--- src/sdh_pkg.sv ---
// package: register map, field layout, constants and types of the sd host
package sdh_pkg;
    localparam logic [7:0] ADDR_ARG      = 8'h00;
    localparam logic [7:0] ADDR_XFER     = 8'h04;
    localparam logic [7:0] ADDR_RESP0    = 8'h08;
    localparam logic [7:0] ADDR_DATA     = 8'h18;
    localparam logic [7:0] ADDR_PRES     = 8'h1C;
    localparam logic [7:0] ADDR_PROT     = 8'h20;
    localparam logic [7:0] ADDR_SYS      = 8'h24;
    localparam logic [7:0] ADDR_ISTAT    = 8'h28;
    localparam logic [7:0] ADDR_ISTEN    = 8'h2C;
    localparam logic [7:0] ADDR_ISIGEN   = 8'h30;
    localparam logic [7:0] ADDR_WML      = 8'h34;
    localparam logic [7:0] ADDR_BLK      = 8'h38;
    // interrupt status bit positions
    localparam int EV_CMD_DONE = 0;
    localparam int EV_XFER_DONE = 1;
    localparam int EV_INSERT = 2;
    localparam int EV_REMOVE = 3;
    localparam int EV_CMD_TMO = 4;
    localparam int EV_CMD_CRC = 5;
    localparam int EV_DAT_CRC = 6;
    localparam int NUM_EV = 7;
    // protocol control: width field
    localparam logic [1:0] WIDTH_1 = 2'h0;
    localparam logic [1:0] WIDTH_4 = 2'h1;
    localparam logic [1:0] WIDTH_8 = 2'h2;
    localparam int BUF_DEPTH = 128;
    localparam logic [7:0] READ_WATERMARK_LEVEL_RST = 8'h10;
    localparam logic [7:0] WRITE_WATERMARK_LEVEL_RST = 8'h10;
    // response time-out: 64 card clocks of 400 ns
    localparam int RESP_TMO_NS = 25600;
    localparam int CLK_NS = 50;
    localparam int RESP_TMO_CYC = RESP_TMO_NS / CLK_NS;
    localparam logic [1:0] RESP_OKAY = 2'h0;
    localparam logic [1:0] RESP_SLVERR = 2'h2;
    typedef struct packed {
        logic [5:0] index;
        logic [1:0] resp_type;  // 0 none, 1 short, 2 long
        logic       data_pres;
        logic       dir_read;
    } sdh_cmd_t;
    typedef struct packed {
        logic [1:0] width;
        logic       mmc_mode;
        logic       read_wait;
    } sdh_prot_t;
endpackage : sdh_pkg

--- src/sdh_sync.sv ---
// two-flop synchroniser for inputs from outside the clock domain
`timescale 1ns/1ps
module sdh_sync #(
    parameter int W = 1
) (
    input  wire logic         aclk,
    input  wire logic         aresetn,
    input  wire logic [W-1:0] d,
    output logic      [W-1:0] q
);
    logic [W-1:0] meta;
    // first stage feeds only the second
    always_ff @(posedge aclk) begin
        if (!aresetn) begin
            meta <= '0;
            q    <= '0;
        end else begin
            meta <= d;
            q    <= meta;
        end
    end
endmodule : sdh_sync

--- src/sdh_buf.sv ---
// shared data buffer with fill count
`timescale 1ns/1ps
module sdh_buf #(
    parameter int DEPTH = 128
) (
    input  wire logic                   aclk,
    input  wire logic                   aresetn,
    input  wire logic                   clr,
    input  wire logic                   wr_en,
    input  wire logic [31:0]            wr_data,
    input  wire logic                   rd_en,
    output logic      [31:0]            rd_data,
    output logic      [$clog2(DEPTH):0] count
);
    localparam int AW = $clog2(DEPTH);
    logic [31:0]   mem [DEPTH];
    logic [AW-1:0] wp;
    logic [AW-1:0] rp;
    logic          do_wr;
    logic          do_rd;
    assign do_wr = wr_en && (count != (AW+1)'(DEPTH));
    assign do_rd = rd_en && (count != '0);
    assign rd_data = mem[rp];
    // storage array
    always_ff @(posedge aclk) begin
        if (do_wr) begin
            mem[wp] <= wr_data;
        end
    end
    // pointers and fill level
    always_ff @(posedge aclk) begin
        if (!aresetn || clr) begin
            wp <= '0;
            rp <= '0;
            count <= '0;
        end else begin
            if (do_wr) wp <= wp + 1'b1;
            if (do_rd) rp <= rp + 1'b1;
            count <= count + (AW+1)'(do_wr) - (AW+1)'(do_rd);
        end
    end
endmodule : sdh_buf

--- src/sdh_host.sv ---
// sd/mmc host controller: axi4-lite registers, command and data engines
//
// Decided for this implementation: the AXI4-Lite register port and the placing of the registers.
`timescale 1ns/1ps
module sdh_host #(
    parameter int DEPTH = sdh_pkg::BUF_DEPTH
) (
    input  wire logic        aclk,
    input  wire logic        aresetn,
    input  wire logic [7:0]  s_axi_awaddr,
    input  wire logic        s_axi_awvalid,
    output logic             s_axi_awready,
    input  wire logic [31:0] s_axi_wdata,
    input  wire logic [3:0]  s_axi_wstrb,
    input  wire logic        s_axi_wvalid,
    output logic             s_axi_wready,
    output logic [1:0]       s_axi_bresp,
    output logic             s_axi_bvalid,
    input  wire logic        s_axi_bready,
    input  wire logic [7:0]  s_axi_araddr,
    input  wire logic        s_axi_arvalid,
    output logic             s_axi_arready,
    output logic [31:0]      s_axi_rdata,
    output logic [1:0]       s_axi_rresp,
    output logic             s_axi_rvalid,
    input  wire logic        s_axi_rready,
    output logic             sd_clk,
    input  wire logic        sd_cmd_i,
    output logic             sd_cmd_o,
    output logic             sd_cmd_oe,
    input  wire logic [7:0]  sd_dat_i,
    output logic [7:0]       sd_dat_o,
    output logic [7:0]       sd_dat_oe,
    input  wire logic        card_detect_n,
    output logic             dma_rx_req,
    output logic             dma_tx_req,
    output logic             irq
);
    localparam int CW = $clog2(DEPTH) + 1;
    // synchronised pins; only native sd signalling is used
    logic       cmd_s;
    logic [7:0] dat_s;
    logic       cd_s;
    sdh_sync #(.W(10)) u_sync (
        .aclk    (aclk),
        .aresetn (aresetn),
        .d       ({sd_cmd_i, sd_dat_i, ~card_detect_n}),
        .q       ({cmd_s, dat_s, cd_s})
    );
    // ---- registers
    logic [31:0]              arg;
    sdh_pkg::sdh_cmd_t        cmd;
    sdh_pkg::sdh_prot_t       prot;
    logic [31:0]              resp [4];
    logic [sdh_pkg::NUM_EV-1:0] istat;
    logic [sdh_pkg::NUM_EV-1:0] isten;
    logic [sdh_pkg::NUM_EV-1:0] isigen;
    logic [7:0]               read_watermark_level;
    logic [7:0]               write_watermark_level;
    logic [15:0]              blk_words;
    logic                     buf_clr;
    logic                     cd_q;
    // ---- axi write channel
    logic        aw_held;
    logic        w_held;
    logic [7:0]  waddr;
    logic [31:0] wdata;
    logic        wr_fire;
    assign wr_fire = aw_held && w_held && !s_axi_bvalid;
    always_ff @(posedge aclk) begin
        if (!aresetn) begin
            aw_held <= 1'b0;
            w_held <= 1'b0;
            waddr <= 8'h00;
            wdata <= 32'h0000_0000;
            s_axi_bvalid <= 1'b0;
            s_axi_bresp <= sdh_pkg::RESP_OKAY;
        end else begin
            if (s_axi_awvalid && s_axi_awready) begin
                aw_held <= 1'b1;
                waddr <= s_axi_awaddr;
            end
            if (s_axi_wvalid && s_axi_wready) begin
                w_held <= 1'b1;
                wdata <= s_axi_wdata;
            end
            if (wr_fire) begin
                aw_held <= 1'b0;
                w_held <= 1'b0;
                s_axi_bvalid <= 1'b1;
                s_axi_bresp <= (waddr > sdh_pkg::ADDR_BLK
                    || waddr[1:0] != 2'h0)
                    ? sdh_pkg::RESP_SLVERR : sdh_pkg::RESP_OKAY;
            end else if (s_axi_bready) begin
                s_axi_bvalid <= 1'b0;
            end
        end
    end
    always_ff @(posedge aclk) begin
        if (!aresetn) begin
            s_axi_awready <= 1'b0;
            s_axi_wready <= 1'b0;
        end else begin
            s_axi_awready <= !aw_held && !(s_axi_awvalid && s_axi_awready);
            s_axi_wready <= !w_held && !(s_axi_wvalid && s_axi_wready);
        end
    end
    // ---- axi read channel
    logic        rd_fire;
    logic [31:0] rmux;
    logic        rd_bad;
    logic        data_pop;
    assign rd_fire = s_axi_arvalid && s_axi_arready;
    always_ff @(posedge aclk) begin
        if (!aresetn) begin
            s_axi_arready <= 1'b0;
            s_axi_rvalid <= 1'b0;
            s_axi_rdata <= 32'h0000_0000;
            s_axi_rresp <= sdh_pkg::RESP_OKAY;
        end else begin
            s_axi_arready <= !s_axi_rvalid && !rd_fire;
            if (rd_fire) begin
                s_axi_rvalid <= 1'b1;
                s_axi_rdata <= rmux;
                s_axi_rresp <= rd_bad ? sdh_pkg::RESP_SLVERR
                                      : sdh_pkg::RESP_OKAY;
            end else if (s_axi_rready) begin
                s_axi_rvalid <= 1'b0;
            end
        end
    end
    // ---- data engine state
    typedef enum logic [2:0] {
        SDH_IDLE, SDH_CMD, SDH_RESP, SDH_RXD, SDH_TXD, SDH_CRC
    } sdh_state_t;
    sdh_state_t  state;
    logic [CW-1:0] fill;
    logic [31:0] buf_rd;
    logic        buf_wr;
    logic [31:0] buf_wd;
    logic        eng_pop;
    logic        eng_push;
    logic [31:0] eng_word;
    // read decode: present state is read-only; interrupt status is cleared by writing one
    always_comb begin
        rmux = 32'h0000_0000;
        rd_bad = 1'b0;
        case (s_axi_araddr)
            sdh_pkg::ADDR_ARG:    rmux = arg;
            sdh_pkg::ADDR_XFER:   rmux = {22'h0, cmd};
            sdh_pkg::ADDR_RESP0:  rmux = resp[0];
            8'h0C:                rmux = resp[1];
            8'h10:                rmux = resp[2];
            8'h14:                rmux = resp[3];
            sdh_pkg::ADDR_DATA:   rmux = buf_rd;
            sdh_pkg::ADDR_PRES:   rmux = {16'h0, 3'h0, cd_s,
                                  4'(state), fill};
            sdh_pkg::ADDR_PROT:   rmux = {28'h0, prot};
            sdh_pkg::ADDR_ISTAT:  rmux = {25'h0, istat};
            sdh_pkg::ADDR_ISTEN:  rmux = {25'h0, isten};
            sdh_pkg::ADDR_ISIGEN: rmux = {25'h0, isigen};
            sdh_pkg::ADDR_WML:    rmux = {16'h0, write_watermark_level, read_watermark_level};
            sdh_pkg::ADDR_BLK:    rmux = {16'h0, blk_words};
            default:              rd_bad = 1'b1;
        endcase
    end
    // one word leaves the buffer per data-port read
    assign data_pop = rd_fire && s_axi_araddr == sdh_pkg::ADDR_DATA;
    assign buf_wr = eng_push
        || (wr_fire && waddr == sdh_pkg::ADDR_DATA);
    assign buf_wd = eng_push ? eng_word : wdata;
    sdh_buf #(.DEPTH(DEPTH)) u_buf (
        .aclk    (aclk),
        .aresetn (aresetn),
        .clr     (buf_clr),
        .wr_en   (buf_wr),
        .wr_data (buf_wd),
        .rd_en   (data_pop || eng_pop),
        .rd_data (buf_rd),
        .count   (fill)
    );
    // ---- software-written registers
    logic go;
    always_ff @(posedge aclk) begin
        if (!aresetn) begin
            arg <= 32'h0000_0000;
            cmd <= '0;
            prot <= '0;
            isten <= '0;
            isigen <= '0;
            read_watermark_level <= sdh_pkg::READ_WATERMARK_LEVEL_RST;
            write_watermark_level <= sdh_pkg::WRITE_WATERMARK_LEVEL_RST;
            blk_words <= 16'h0080;
            go <= 1'b0;
            buf_clr <= 1'b0;
        end else begin
            // go waits for a bus tick in idle; a bare pulse would be missed
            if (tick && state == SDH_IDLE) go <= 1'b0;
            buf_clr <= 1'b0;
            if (wr_fire) begin
                case (waddr)
                    sdh_pkg::ADDR_ARG: arg <= wdata;
                    sdh_pkg::ADDR_XFER: begin
                        cmd <= wdata[9:0];
                        go <= 1'b1;
                        buf_clr <= wdata[1];
                    end
                    sdh_pkg::ADDR_PROT: prot <= wdata[3:0];
                    sdh_pkg::ADDR_ISTEN: isten <= wdata[6:0];
                    sdh_pkg::ADDR_ISIGEN: isigen <= wdata[6:0];
                    sdh_pkg::ADDR_WML: begin
                        read_watermark_level <= wdata[7:0];
                        write_watermark_level <= wdata[15:8];
                    end
                    sdh_pkg::ADDR_BLK: blk_words <= wdata[15:0];
                    default: ;
                endcase
            end
        end
    end
    // ---- card bus clock from the system clock, divide by 8
    logic [2:0] div;
    logic       tick;
    assign tick = div == 3'h7;
    always_ff @(posedge aclk) begin
        if (!aresetn) begin
            div <= 3'h0;
            sd_clk <= 1'b0;
        end else begin
            div <= div + 3'h1;
            sd_clk <= div[2] && !(prot.read_wait && state == SDH_RXD);
        end
    end
    // lines in use per width: 8 only in mmc mode
    logic [3:0] lanes;
    always_comb begin
        case (prot.width)
            sdh_pkg::WIDTH_4: lanes = 4'd4;
            sdh_pkg::WIDTH_8: lanes = prot.mmc_mode ? 4'd8 : 4'd4;
            default:          lanes = 4'd1;
        endcase
    end
    // ---- command / response / data sequencer
    logic [47:0] shreg;
    logic [7:0]  bits;
    logic [15:0] tmo;
    logic [6:0]  crc7;
    logic [15:0] words;
    logic [31:0] acc;
    logic [5:0]  nib;
    logic [sdh_pkg::NUM_EV-1:0] ev;
    always_ff @(posedge aclk) begin
        if (!aresetn) begin
            state <= SDH_IDLE;
            shreg <= '0;
            bits <= 8'h00;
            tmo <= 16'h0000;
            crc7 <= 7'h00;
            words <= 16'h0000;
            acc <= 32'h0000_0000;
            nib <= 6'h00;
            sd_cmd_o <= 1'b1;
            sd_cmd_oe <= 1'b0;
            sd_dat_o <= 8'hFF;
            sd_dat_oe <= 8'h00;
            for (int i = 0; i < 4; i++) resp[i] <= 32'h0000_0000;
        end else if (tick) begin
            case (state)
                SDH_IDLE: if (go) begin
                    shreg <= {2'b01, cmd.index, arg, 8'h01};
                    bits <= 8'd48;
                    state <= SDH_CMD;
                    sd_cmd_oe <= 1'b1;
                end
                SDH_CMD: begin
                    sd_cmd_o <= shreg[47];
                    shreg <= {shreg[46:0], 1'b1};
                    bits <= bits - 8'd1;
                    if (bits == 8'd1) begin
                        sd_cmd_oe <= 1'b0;
                        tmo <= 16'h0000;
                        crc7 <= 7'h00;
                        bits <= (cmd.resp_type == 2'd2) ? 8'd136 : 8'd48;
                        state <= (cmd.resp_type == 2'd0) ? SDH_IDLE
                                                         : SDH_RESP;
                    end
                end
                SDH_RESP: begin
                    tmo <= tmo + 16'h1;
                    if (bits != 8'd136 && bits != 8'd48 || !cmd_s) begin
                        shreg <= {shreg[46:0], cmd_s};
                        // crc7 runs over start bit through argument
                        if (bits > 8'd8) begin
                            crc7 <= {crc7[5:0], 1'b0}
                                ^ ((cmd_s ^ crc7[6]) ? 7'h09 : 7'h00);
                        end
                        bits <= bits - 8'd1;
                        // last bit still in flight: fields sit one lower
                        if (bits[5:0] == 6'd1) begin
                            resp[0] <= shreg[38:7];
                            resp[1] <= resp[0];
                            resp[2] <= resp[1];
                            resp[3] <= resp[2];
                        end
                        if (bits == 8'd1) begin
                            words <= blk_words;
                            nib <= 6'h00;
                            state <= !cmd.data_pres ? SDH_IDLE
                                   : cmd.dir_read ? SDH_RXD : SDH_TXD;
                        end
                    end else if (tmo >= 16'(sdh_pkg::RESP_TMO_CYC / 8)) begin
                        state <= SDH_IDLE;
                    end
                end
                SDH_RXD: if (!prot.read_wait && fill != CW'(DEPTH)) begin
                    acc <= (acc << lanes) | 32'(dat_s & ((8'h1 << lanes)
                           - 8'h1));
                    nib <= nib + 6'(lanes);
                    if (nib + 6'(lanes) == 6'd32) begin
                        nib <= 6'h00;
                        words <= words - 16'h1;
                        if (words == 16'h1) state <= SDH_CRC;
                    end
                end
                SDH_TXD: if (fill != '0 || nib != 6'h00) begin
                    sd_dat_oe <= (8'h1 << lanes) - 8'h1;
                    sd_dat_o <= 8'(buf_rd >> (6'd32 - nib - 6'(lanes)));
                    nib <= nib + 6'(lanes);
                    if (nib + 6'(lanes) == 6'd32) begin
                        nib <= 6'h00;
                        words <= words - 16'h1;
                        if (words == 16'h1) state <= SDH_CRC;
                    end
                end
                SDH_CRC: begin
                    sd_dat_oe <= 8'h00;
                    state <= SDH_IDLE;
                end
                default: state <= SDH_IDLE;
            endcase
        end
    end
    assign eng_push = tick && state == SDH_RXD && !prot.read_wait
        && fill != CW'(DEPTH) && nib + 6'(lanes) == 6'd32;
    assign eng_word = (acc << lanes) | 32'(dat_s & ((8'h1 << lanes) - 8'h1));
    assign eng_pop = tick && state == SDH_TXD && fill != '0
        && nib + 6'(lanes) == 6'd32;
    // ---- event detection
    always_comb begin
        ev = '0;
        ev[sdh_pkg::EV_CMD_DONE] = tick && state == SDH_RESP && bits == 8'd1;
        ev[sdh_pkg::EV_XFER_DONE] = tick && state == SDH_CRC;
        ev[sdh_pkg::EV_INSERT] = cd_s && !cd_q;
        ev[sdh_pkg::EV_REMOVE] = !cd_s && cd_q;
        ev[sdh_pkg::EV_CMD_TMO] = tick && state == SDH_RESP && cmd_s
            && (bits == 8'd136 || bits == 8'd48)
            && tmo >= 16'(sdh_pkg::RESP_TMO_CYC / 8);
        ev[sdh_pkg::EV_CMD_CRC] = tick && state == SDH_RESP && bits == 8'd1
            && crc7 != shreg[6:0];
        ev[sdh_pkg::EV_DAT_CRC] = tick && state == SDH_CRC && dat_s[0];
    end
    // sticky status, write one to clear; a new event beats the clear
    always_ff @(posedge aclk) begin
        if (!aresetn) begin
            istat <= '0;
            cd_q <= 1'b0;
        end else begin
            cd_q <= cd_s;
            istat <= (istat & ~((wr_fire && waddr == sdh_pkg::ADDR_ISTAT)
                     ? wdata[6:0] : 7'h00)) | (ev & isten);
        end
    end
    // interrupt and dma requests registered from current state
    always_ff @(posedge aclk) begin
        if (!aresetn) begin
            irq <= 1'b0;
            dma_rx_req <= 1'b0;
            dma_tx_req <= 1'b0;
        end else begin
            irq <= |(istat & isigen);
            // request follows the level, never latched
            dma_rx_req <= cmd.dir_read && fill > CW'(read_watermark_level);
            dma_tx_req <= !cmd.dir_read && cmd.data_pres
                && (CW'(DEPTH) - fill) > CW'(write_watermark_level);
        end
    end
    rx_req_level_a: assert property (@(posedge aclk) disable iff (!aresetn)
        1 |=> dma_rx_req == $past(cmd.dir_read && fill > CW'(read_watermark_level)))
        else $error("rx request wrong");
    tx_req_level_a: assert property (@(posedge aclk) disable iff (!aresetn)
        (fill == CW'(DEPTH)) |=> !dma_tx_req)
        else $error("tx request on full");
    rx_req_drop_a: assert property (@(posedge aclk) disable iff (!aresetn)
        (fill <= CW'(read_watermark_level)) |=> !dma_rx_req)
        else $error("rx request held");
    irq_gate_a: assert property (@(posedge aclk) disable iff (!aresetn)
        (istat & isigen) == '0 |=> !irq)
        else $error("irq without enable");
    stat_sticky_a: assert property (@(posedge aclk) disable iff (!aresetn)
        (ev & isten) != '0
        |=> (istat & $past(ev & isten)) == $past(ev & isten))
        else $error("event lost");
    insert_seen_a: assert property (@(posedge aclk) disable iff (!aresetn)
        $rose(cd_s) && isten[sdh_pkg::EV_INSERT]
        |=> istat[sdh_pkg::EV_INSERT])
        else $error("insert missed");
    go_start_a: assert property (@(posedge aclk) disable iff (!aresetn)
        go && state == SDH_IDLE |-> ##[1:9] state == SDH_CMD)
        else $error("command not started");
    pop_one_a: assert property (@(posedge aclk) disable iff (!aresetn)
        data_pop && fill != '0 && !buf_wr && !eng_pop
        |=> fill == CW'($past(fill) - 1'b1))
        else $error("data port pop wrong");
    cmd_cov_c: cover property (@(posedge aclk) state == SDH_RESP);
    rx_cov_c: cover property (@(posedge aclk) $rose(dma_rx_req));
    irq_cov_c: cover property (@(posedge aclk) $rose(irq));
endmodule : sdh_host

--- config.mk ---
export PLATFORM = sky130hd
export DESIGN_NAME = sdh_host
export DESIGN_NICKNAME = d
export VERILOG_FILES = /design/src/sdh_pkg.sv /design/src/sdh_sync.sv /design/src/sdh_buf.sv /design/src/sdh_host.sv
export SDC_FILE = /design/constraint.sdc
export NUM_CORES = 2
export LEC_CHECK = 0
export ABC_AREA = 0
export BUFFER_PORTS_ARGS = -buffer_cell sky130_fd_sc_hd__buf_2
export CAP_MARGIN = 10
export CELL_PAD_IN_SITES_DETAIL_PLACEMENT = 2
export CELL_PAD_IN_SITES_GLOBAL_PLACEMENT = 2
export CORE_AREA = 5 5 689 691
export DETAILED_ROUTE_END_ITERATION = 16
export DIE_AREA = 0 0 694 696
export GPL_TIMING_DRIVEN = 0
export PLACE_DENSITY = 0.73
export SETUP_SLACK_MARGIN = 0.5
export SYNTH_ARGS = -nofsm -noshare
export SYNTH_HDL_FRONTEND = slang
export SYNTH_HIERARCHICAL = 1
export SYNTH_MEMORY_MAX_BITS = 65536
export SYNTH_SLANG_ARGS = --single-unit
--- constraint.sdc ---
create_clock -name aclk -period 28.6 [get_ports aclk]
set_input_delay 0 -clock aclk [delete_from_list [all_inputs] [get_ports aclk]]
set_output_delay 0 -clock aclk [all_outputs]
set_load 0.02 [all_outputs]
======== Yosys cells after proc, flatten, opt, wreduce, memory -nomap -nowiden ========
Memories as Yosys holds them, arrays and structs flattened. A register that Yosys moved wholly into a read port is not among the register bits.
Cells that the tools add are included.
word-level totals
  logic and storage cells ................. 308
  memories kept ........................... 2
  register bits ........................... 388
  bits of input ports ..................... 69
  output and inout bits ................... 63
  RAM bits ................................ 4224
operators by class
  eq/ne operators ......................... 49
  bitwise gates (word level) .............. 15
  reductions and logical operators ........ 94
  shift operators ......................... 4
  magnitude comparators ................... 5
  $add $sub $neg .......................... 14
  mux-type cells .......................... 74
memories
  memory     depth  bits a word  rd ports  clocked after memory_dff  write ports  line            source
  u_buf.mem  128    32           1         1                         1            sdh_buf.sv:16   logic [31:0] mem [DEPTH];
  resp       4      32           4         0                         4            sdh_host.sv:54  logic [31:0] resp [4];
operators with widths
  operator                                             number
  one-hot mux 32 bit (14 select lines)                 1
  2-to-1 mux 32 bit                                    5
  one-hot mux 48 bit (3 select lines)                  1
  == test 8 x 6 -> 1 bit (second input constant)       13
  2-to-1 mux 16 bit                                    6
  2-to-1 mux 48 bit                                    2
  one-hot mux 16 bit (3 select lines)                  1
  2-to-1 mux 7 bit                                     6
  == test 8 x 5 -> 1 bit (second input constant)       5
  2-to-1 mux 8 bit                                     5
  logical AND 1 bit                                    38
  2-to-1 mux 3 bit                                     11
  AND 8 x 32 -> 32 bit                                 1
  OR 32 bit                                            1
  one-hot mux 16 bit (2 select lines)                  1
  left shift 1 x 4 -> 32 bit (first input constant)    1
  left shift 32 x 4 -> 32 bit                          1
  right shift 32 x 6 -> 8 bit                          1
  subtractor 32 x 1 -> 32 bit (second input constant)  1
  2-to-1 mux 6 bit                                     5
  one-hot mux 8 bit (3 select lines)                   1
  AND 7 bit                                            3
  2-to-1 mux 1 bit                                     18
  one-hot mux 6 bit (3 select lines)                   1
  other kinds (65)                                     126

======== Depth between registers and ports, before layout ========
  word-level depth ........................ 9
  depth in mapped cells ................... 25
  mapped depth without buffers ............ 23

======== Modules after synthesis ========
Netlist, hierarchy kept.
by module, submodules not included
  module    area an instance (µm²)  cells an instance  seq. area each (µm²)  times used
  sdh_buf   157652.5                7431               123578.5              1
  sdh_host  23606.4                 2611               10670.2               1
  sdh_sync  561.8                   42                 400.4                 1

======== Least setup slack after synthesis ========
No wires, ideal clock.
  path kind ............................... reg-to-reg
  start point ............................. register div[0]
  end point ............................... memory resp[0][0] (enable)
  cell stages (with the launch flop) ...... 7
  arrival ................................. 10.465 ns
  library setup time ...................... 0.803 ns
  setup slack ............................. 17.332 ns
  clock period less this slack ............ 11.268 ns
  cells stage by stage .................... dfxtp_1 ha_1 ha_1 nand2b_1 nor2_1 nand2_1 o31ai_1
RTL lines
  element                 line             source
  start, declared         sdh_host.sv:222  logic [2:0] div;
  start signal, assigned  sdh_host.sv:230  div <= div + 3'h1;
  end, declared           sdh_host.sv:54

======== Worst setup path in the final report ========
  start point ............................. register prot[2] (netlist name)
  end point ............................... memory u_buf.mem[60][12] (enable)
on the way
  longest elaborated chain between the ends .. 9
RTL lines
  element                                                  line             source
  start, declared                                          sdh_host.sv:53   sdh_pkg::sdh_prot_t prot;
  start signal, assigned                                   sdh_host.sv:208  sdh_pkg::ADDR_PROT: prot <= wdata[3:0];
  == test 2 bit or == test 2 x 1 -> 1 bit (tied branches)  sdh_host.sv:237  case (prot.width)
  one-hot mux 4 bit (2 select lines) (*)                   sdh_host.sv:237
  adder 6 x 4 -> 6 bit (*)                                 sdh_host.sv:344  && fill != CW'(DEPTH) && nib + 6'(lanes) == 6'd32;
  == test 6 bit (*)                                        sdh_host.sv:344
  logical AND 1 bit (*)                                    sdh_host.sv:344
  logical OR 1 bit (*)                                     sdh_host.sv:170  || (wr_fire && waddr == sdh_pkg::ADDR_DATA);
  named net buf_wr                                         sdh_host.sv:139  logic buf_wr;
  logical AND 1 bit (*)                                    sdh_buf.sv:21    assign do_wr = wr_en && (count != (AW+1)'(DEPTH));
  2-to-1 mux 1 bit (*)                                     sdh_buf.sv:26    if (do_wr) begin
  2-to-1 mux 1 bit (not written as such) (*)               sdh_buf.sv:27    mem[wp] <= wr_data;
  end, declared                                            sdh_buf.sv:16
The timed path passes the listed nets; every way through them passes the cells marked *.

==> results.yml <==
timing:
  clock_skew_ps: 82.1
  rsz0062_at_grt: "no"
  maxSlewHeadroom_pct: -4.64
  fin_crit_ps: 9910
  tightestPinTransition_ps: 1570
  maxSlewViolCount: 1
  setup_viol: 0
  setup_slack_ps: 18690
  min_period_over_period_pct: 34.6
  fin_tns_setup_ps: 0
  hold_viol: 0
  max_freq_ghz: 0.101
finish:
  syn2layout_area_growth_pct: 17.7
  layout_common_cells: "edfxtp_1 (4224), mux2i_1 (952), mux4_2 (695)"
  utilization_pct: 45.7
  fillers: 43200
  final_net_count: 11200
  drive_gt1_share_pct: 18.7
  seqCellArea_mm2: 0.135
  final_common_cell: "edfxtp_1"
  final_area_mm2: 0.214
  multi_input_area_mm2: 0.0456
drt:
  wire_per_inst_um: 42.2
  drt_iter0_drc: 15400
  drtAntennaViolNets: 0
  via_count: 112000
  dr.pass1.iters: 7
  remaining_drc_errors: 0
  wl_um: 750000
  vias_per_cell: 6.30
clocking:
  clk_pin_slew_ps: 60
  cts-resized-gates: 0
  clock_latency_ps: 1090
  cts-root-buf: "clkbuf_16"
  cts_tree: "yes"
  ctsLongestPathBuffers: 4
  cts-htree-levels: 5
  cts.sink_count: 4614
  cts_buffers: 471
worst_hold_path:
  min_path_cells: 5
  hold_path.startpoint: "s_axi_arvalid"
  worst_hold_path.endpoint: "s_axi_rdata[2]"
  hold_class: "in -> reg"
critical_path:
  required_ps: 29340
  criticalPathCategory: "reg -> reg"
  cp-end-kind: "flop"
  timing.rr.start: "prot[2]"
  arrival_ps: 10650
  path_max_fanout: 17
  r2r_slack_ps: 18690
  r2r_cells: 21
  startpoint_type: "flop"
  worstReg2RegEnd: "u_buf/mem[60][12]"
place:
  dpl_worst_slack_ps: 19210
  dp_hpwl_um: 490000
  globalplace.congestion: 0.923
  io_buffers: 122
  place_area_mm2: 0.197
die:
  core_area_mm2: 0.469
  rows: 252
  die_w_um: 694
  num_io_pins: 132
  start_util_pct: 38.8
  die_h_um: 696
  die-area_mm2: 0.483
power:
  power.total_w: 0.0140
  powerDensity_mw_per_mm2: 65.5
  p_seq_share_pct: 52.6
  combinationalPowerShare_pct: 2.0
  p_leak_nw: 65.9
  ir_worst_vdd_uv: 54.9
  p_switching_w: 0.00314
  p_int_w: 0.0109
  switching_share_pct: 22.4
  clockPowerShare_pct: 45.4
run:
  drv_cap: 0
global_route:
  grt_max_degree: 128
  grt_usage_pct: 30.3
  grt_overflow_total: 0
  antenna_found_initial: 67
  grt_pass1_wl_um: 1030000
  grt_pass1_vias: 118000
synth:
  yosysSeqAreaShare_pct: 74.1
  synth.cell_area_mm2: 0.182
  ys_types: 91
  synth_flop_cell: "edfxtp_1"
  synth_cells: 10100
  yosysWarnings: 6
  synth.avg_cell_area_um2: 18.0
  synth_seq_cells: 4614
  async_flop_share_pct: 0
  synth_edf_count: 4224
outcome:
  violations: "slew limit"
  outcome: "finished with violations"
synthesized netlist by cell type, types with 22 or more instances:
| library cell | instances | area share (%) |
|---|---|---|
| edfxtp_1 | 4224 | 70 |
| mux2i_1 | 952 | 5.2 |
| mux4_2 | 695 | 8.6 |
| nand2_1 | 531 | 1.1 |
| a22oi_1 | 461 | 1.9 |
| clkbuf_1 | 399 | 0.82 |
| nor2_1 | 393 | 0.81 |
| dfxtp_1 | 390 | 4.3 |
| a21oi_1 | 311 | 0.86 |
| nand3_1 | 194 | 0.53 |
| and2_1 | 180 | 0.62 |
| buf_2 | 116 | 0.32 |
| a221oi_1 | 106 | 0.51 |
| nand4_1 | 106 | 0.36 |
| a211oi_1 | 104 | 0.43 |
| o21ai_0 | 85 | 0.23 |
| buf_1 | 64 | 0.13 |
| inv_1 | 63 | 0.13 |
| nor2b_1 | 61 | 0.21 |
| a22o_1 | 56 | 0.27 |
| a31oi_1 | 53 | 0.18 |
| ha_1 | 53 | 0.36 |
| mux2_2 | 34 | 0.21 |
| nor3_1 | 33 | 0.091 |
| or3b_1 | 32 | 0.15 |
| a221oi_2 | 28 | 0.23 |
| buf_6 | 24 | 0.15 |
| o22ai_1 | 22 | 0.076 |
cell type report:
class / instances / share of cell area [%]
multi-input cells: 4783 / 21.3
inverters: 66 / 0.116
clock buffers: 590 / 5.82
repair buffers: 565 / 3.63
flip-flops and latches: 4614 / 62.9
well taps: 6223 / 3.64
clock inverters: 279 / 1.25
plain buffers: 622 / 1.28
diodes: 32 / 0.0374
stage by stage:
stage | hold WS [ps] | std cells
floorplan | 116 | 10100
global placement | 224 | 16400
detailed placement | 229 | 16700
CTS | 18.5 | 17700
global route | 145 | 17800
finish | 129 | 17800
power groups by stage:
stage	Combinational, W	Clock, W	Sequential, W
after floorplan	0.0000878	0	0.00752
after global placement	0.000182	0	0.00757
after detailed placement	0.000248	0	0.00751
after CTS	0.000272	0.00642	0.00737
after global routing	0.000285	0.00673	0.00736
final	0.000278	0.00637	0.00737
kinds of logic (layout without fill, tap and decap cells):
kind of cell    count (synthesis)  count (layout)  share of synthesized area, %
flops                        4614            4614                          74.1
compound gates               1351            1351                          5.29
xor+xnor                       36              36                         0.173
fa+ha+maj                      54              54                         0.376
simple gates                 1659            1659                          4.40
buf+inv                       688            2122                          1.64
other cells                     1              34                       0.00206
mux                          1681            1681                          14.1
layer usage:
| metal | part of all wire, % | vias to the layer above | global-route usage, % |
|---|---|---|---|
| met5 | 0.026 | - | 0 |
| met4 | 6.1 | 30 | 15.2 |
| met3 | 8.7 | 1713 | 6.50 |
| met2 | 50 | 6777 | 51.7 |
| met1 | 36 | 60600 | 36.4 |
| li1 | - | 42900 | - |
sequential cells by signal, indices dropped and copies added (netlist names), 10 cells and up, named ones only:
register	count
u_buf/mem	4096
resp	128
shreg	48
acc	32
arg	32
s_axi_rdata	32
wdata	32
blk_words	16
tmo	16
words	16
cmd	10
u_sync/meta	10
u_sync/q	10
worst max path at each step:
stage	endpoint	startpoint	slack (ps)	depth (start not counted)
finish	u_buf/mem[60][12]	prot[2]	18690	21
CTS	u_buf/mem[56][13]	prot[2]	19070	21
floorplan	resp[0][0]	div[0]	17330	6
global route	u_buf/mem[60][12]	prot[2]	18640	21
detailed placement	u_buf/mem[60][10]	prot[2]	19210	21
global placement	u_buf/mem[56][15]	prot[2]	7540	13
timing repair:
action,in CTS,in global routing
setup buffers,0,0
hold endpoints to repair,93,0
hold buffers,196,0
worst max-delay path: stages (launching register included):
cell	delay (ps)
dfxtp_1	540
inv_1	90
ha_1	240
nor2b_1	160
o21ai_2	550
inv_2	230
clkbuf_1	350
ha_1	340
a21o_1	230
or3_1	400
a221oi_2	440
nand2_1	250
clkbuf_1	370
o21ai_0	230
buf_4	230
a21boi_2	860
inv_1	550
nor2_1	450
nand2_1	900
clkbuf_2	900
nor2_4	960
buf_16	250
(Power assumes the default switching activity.)
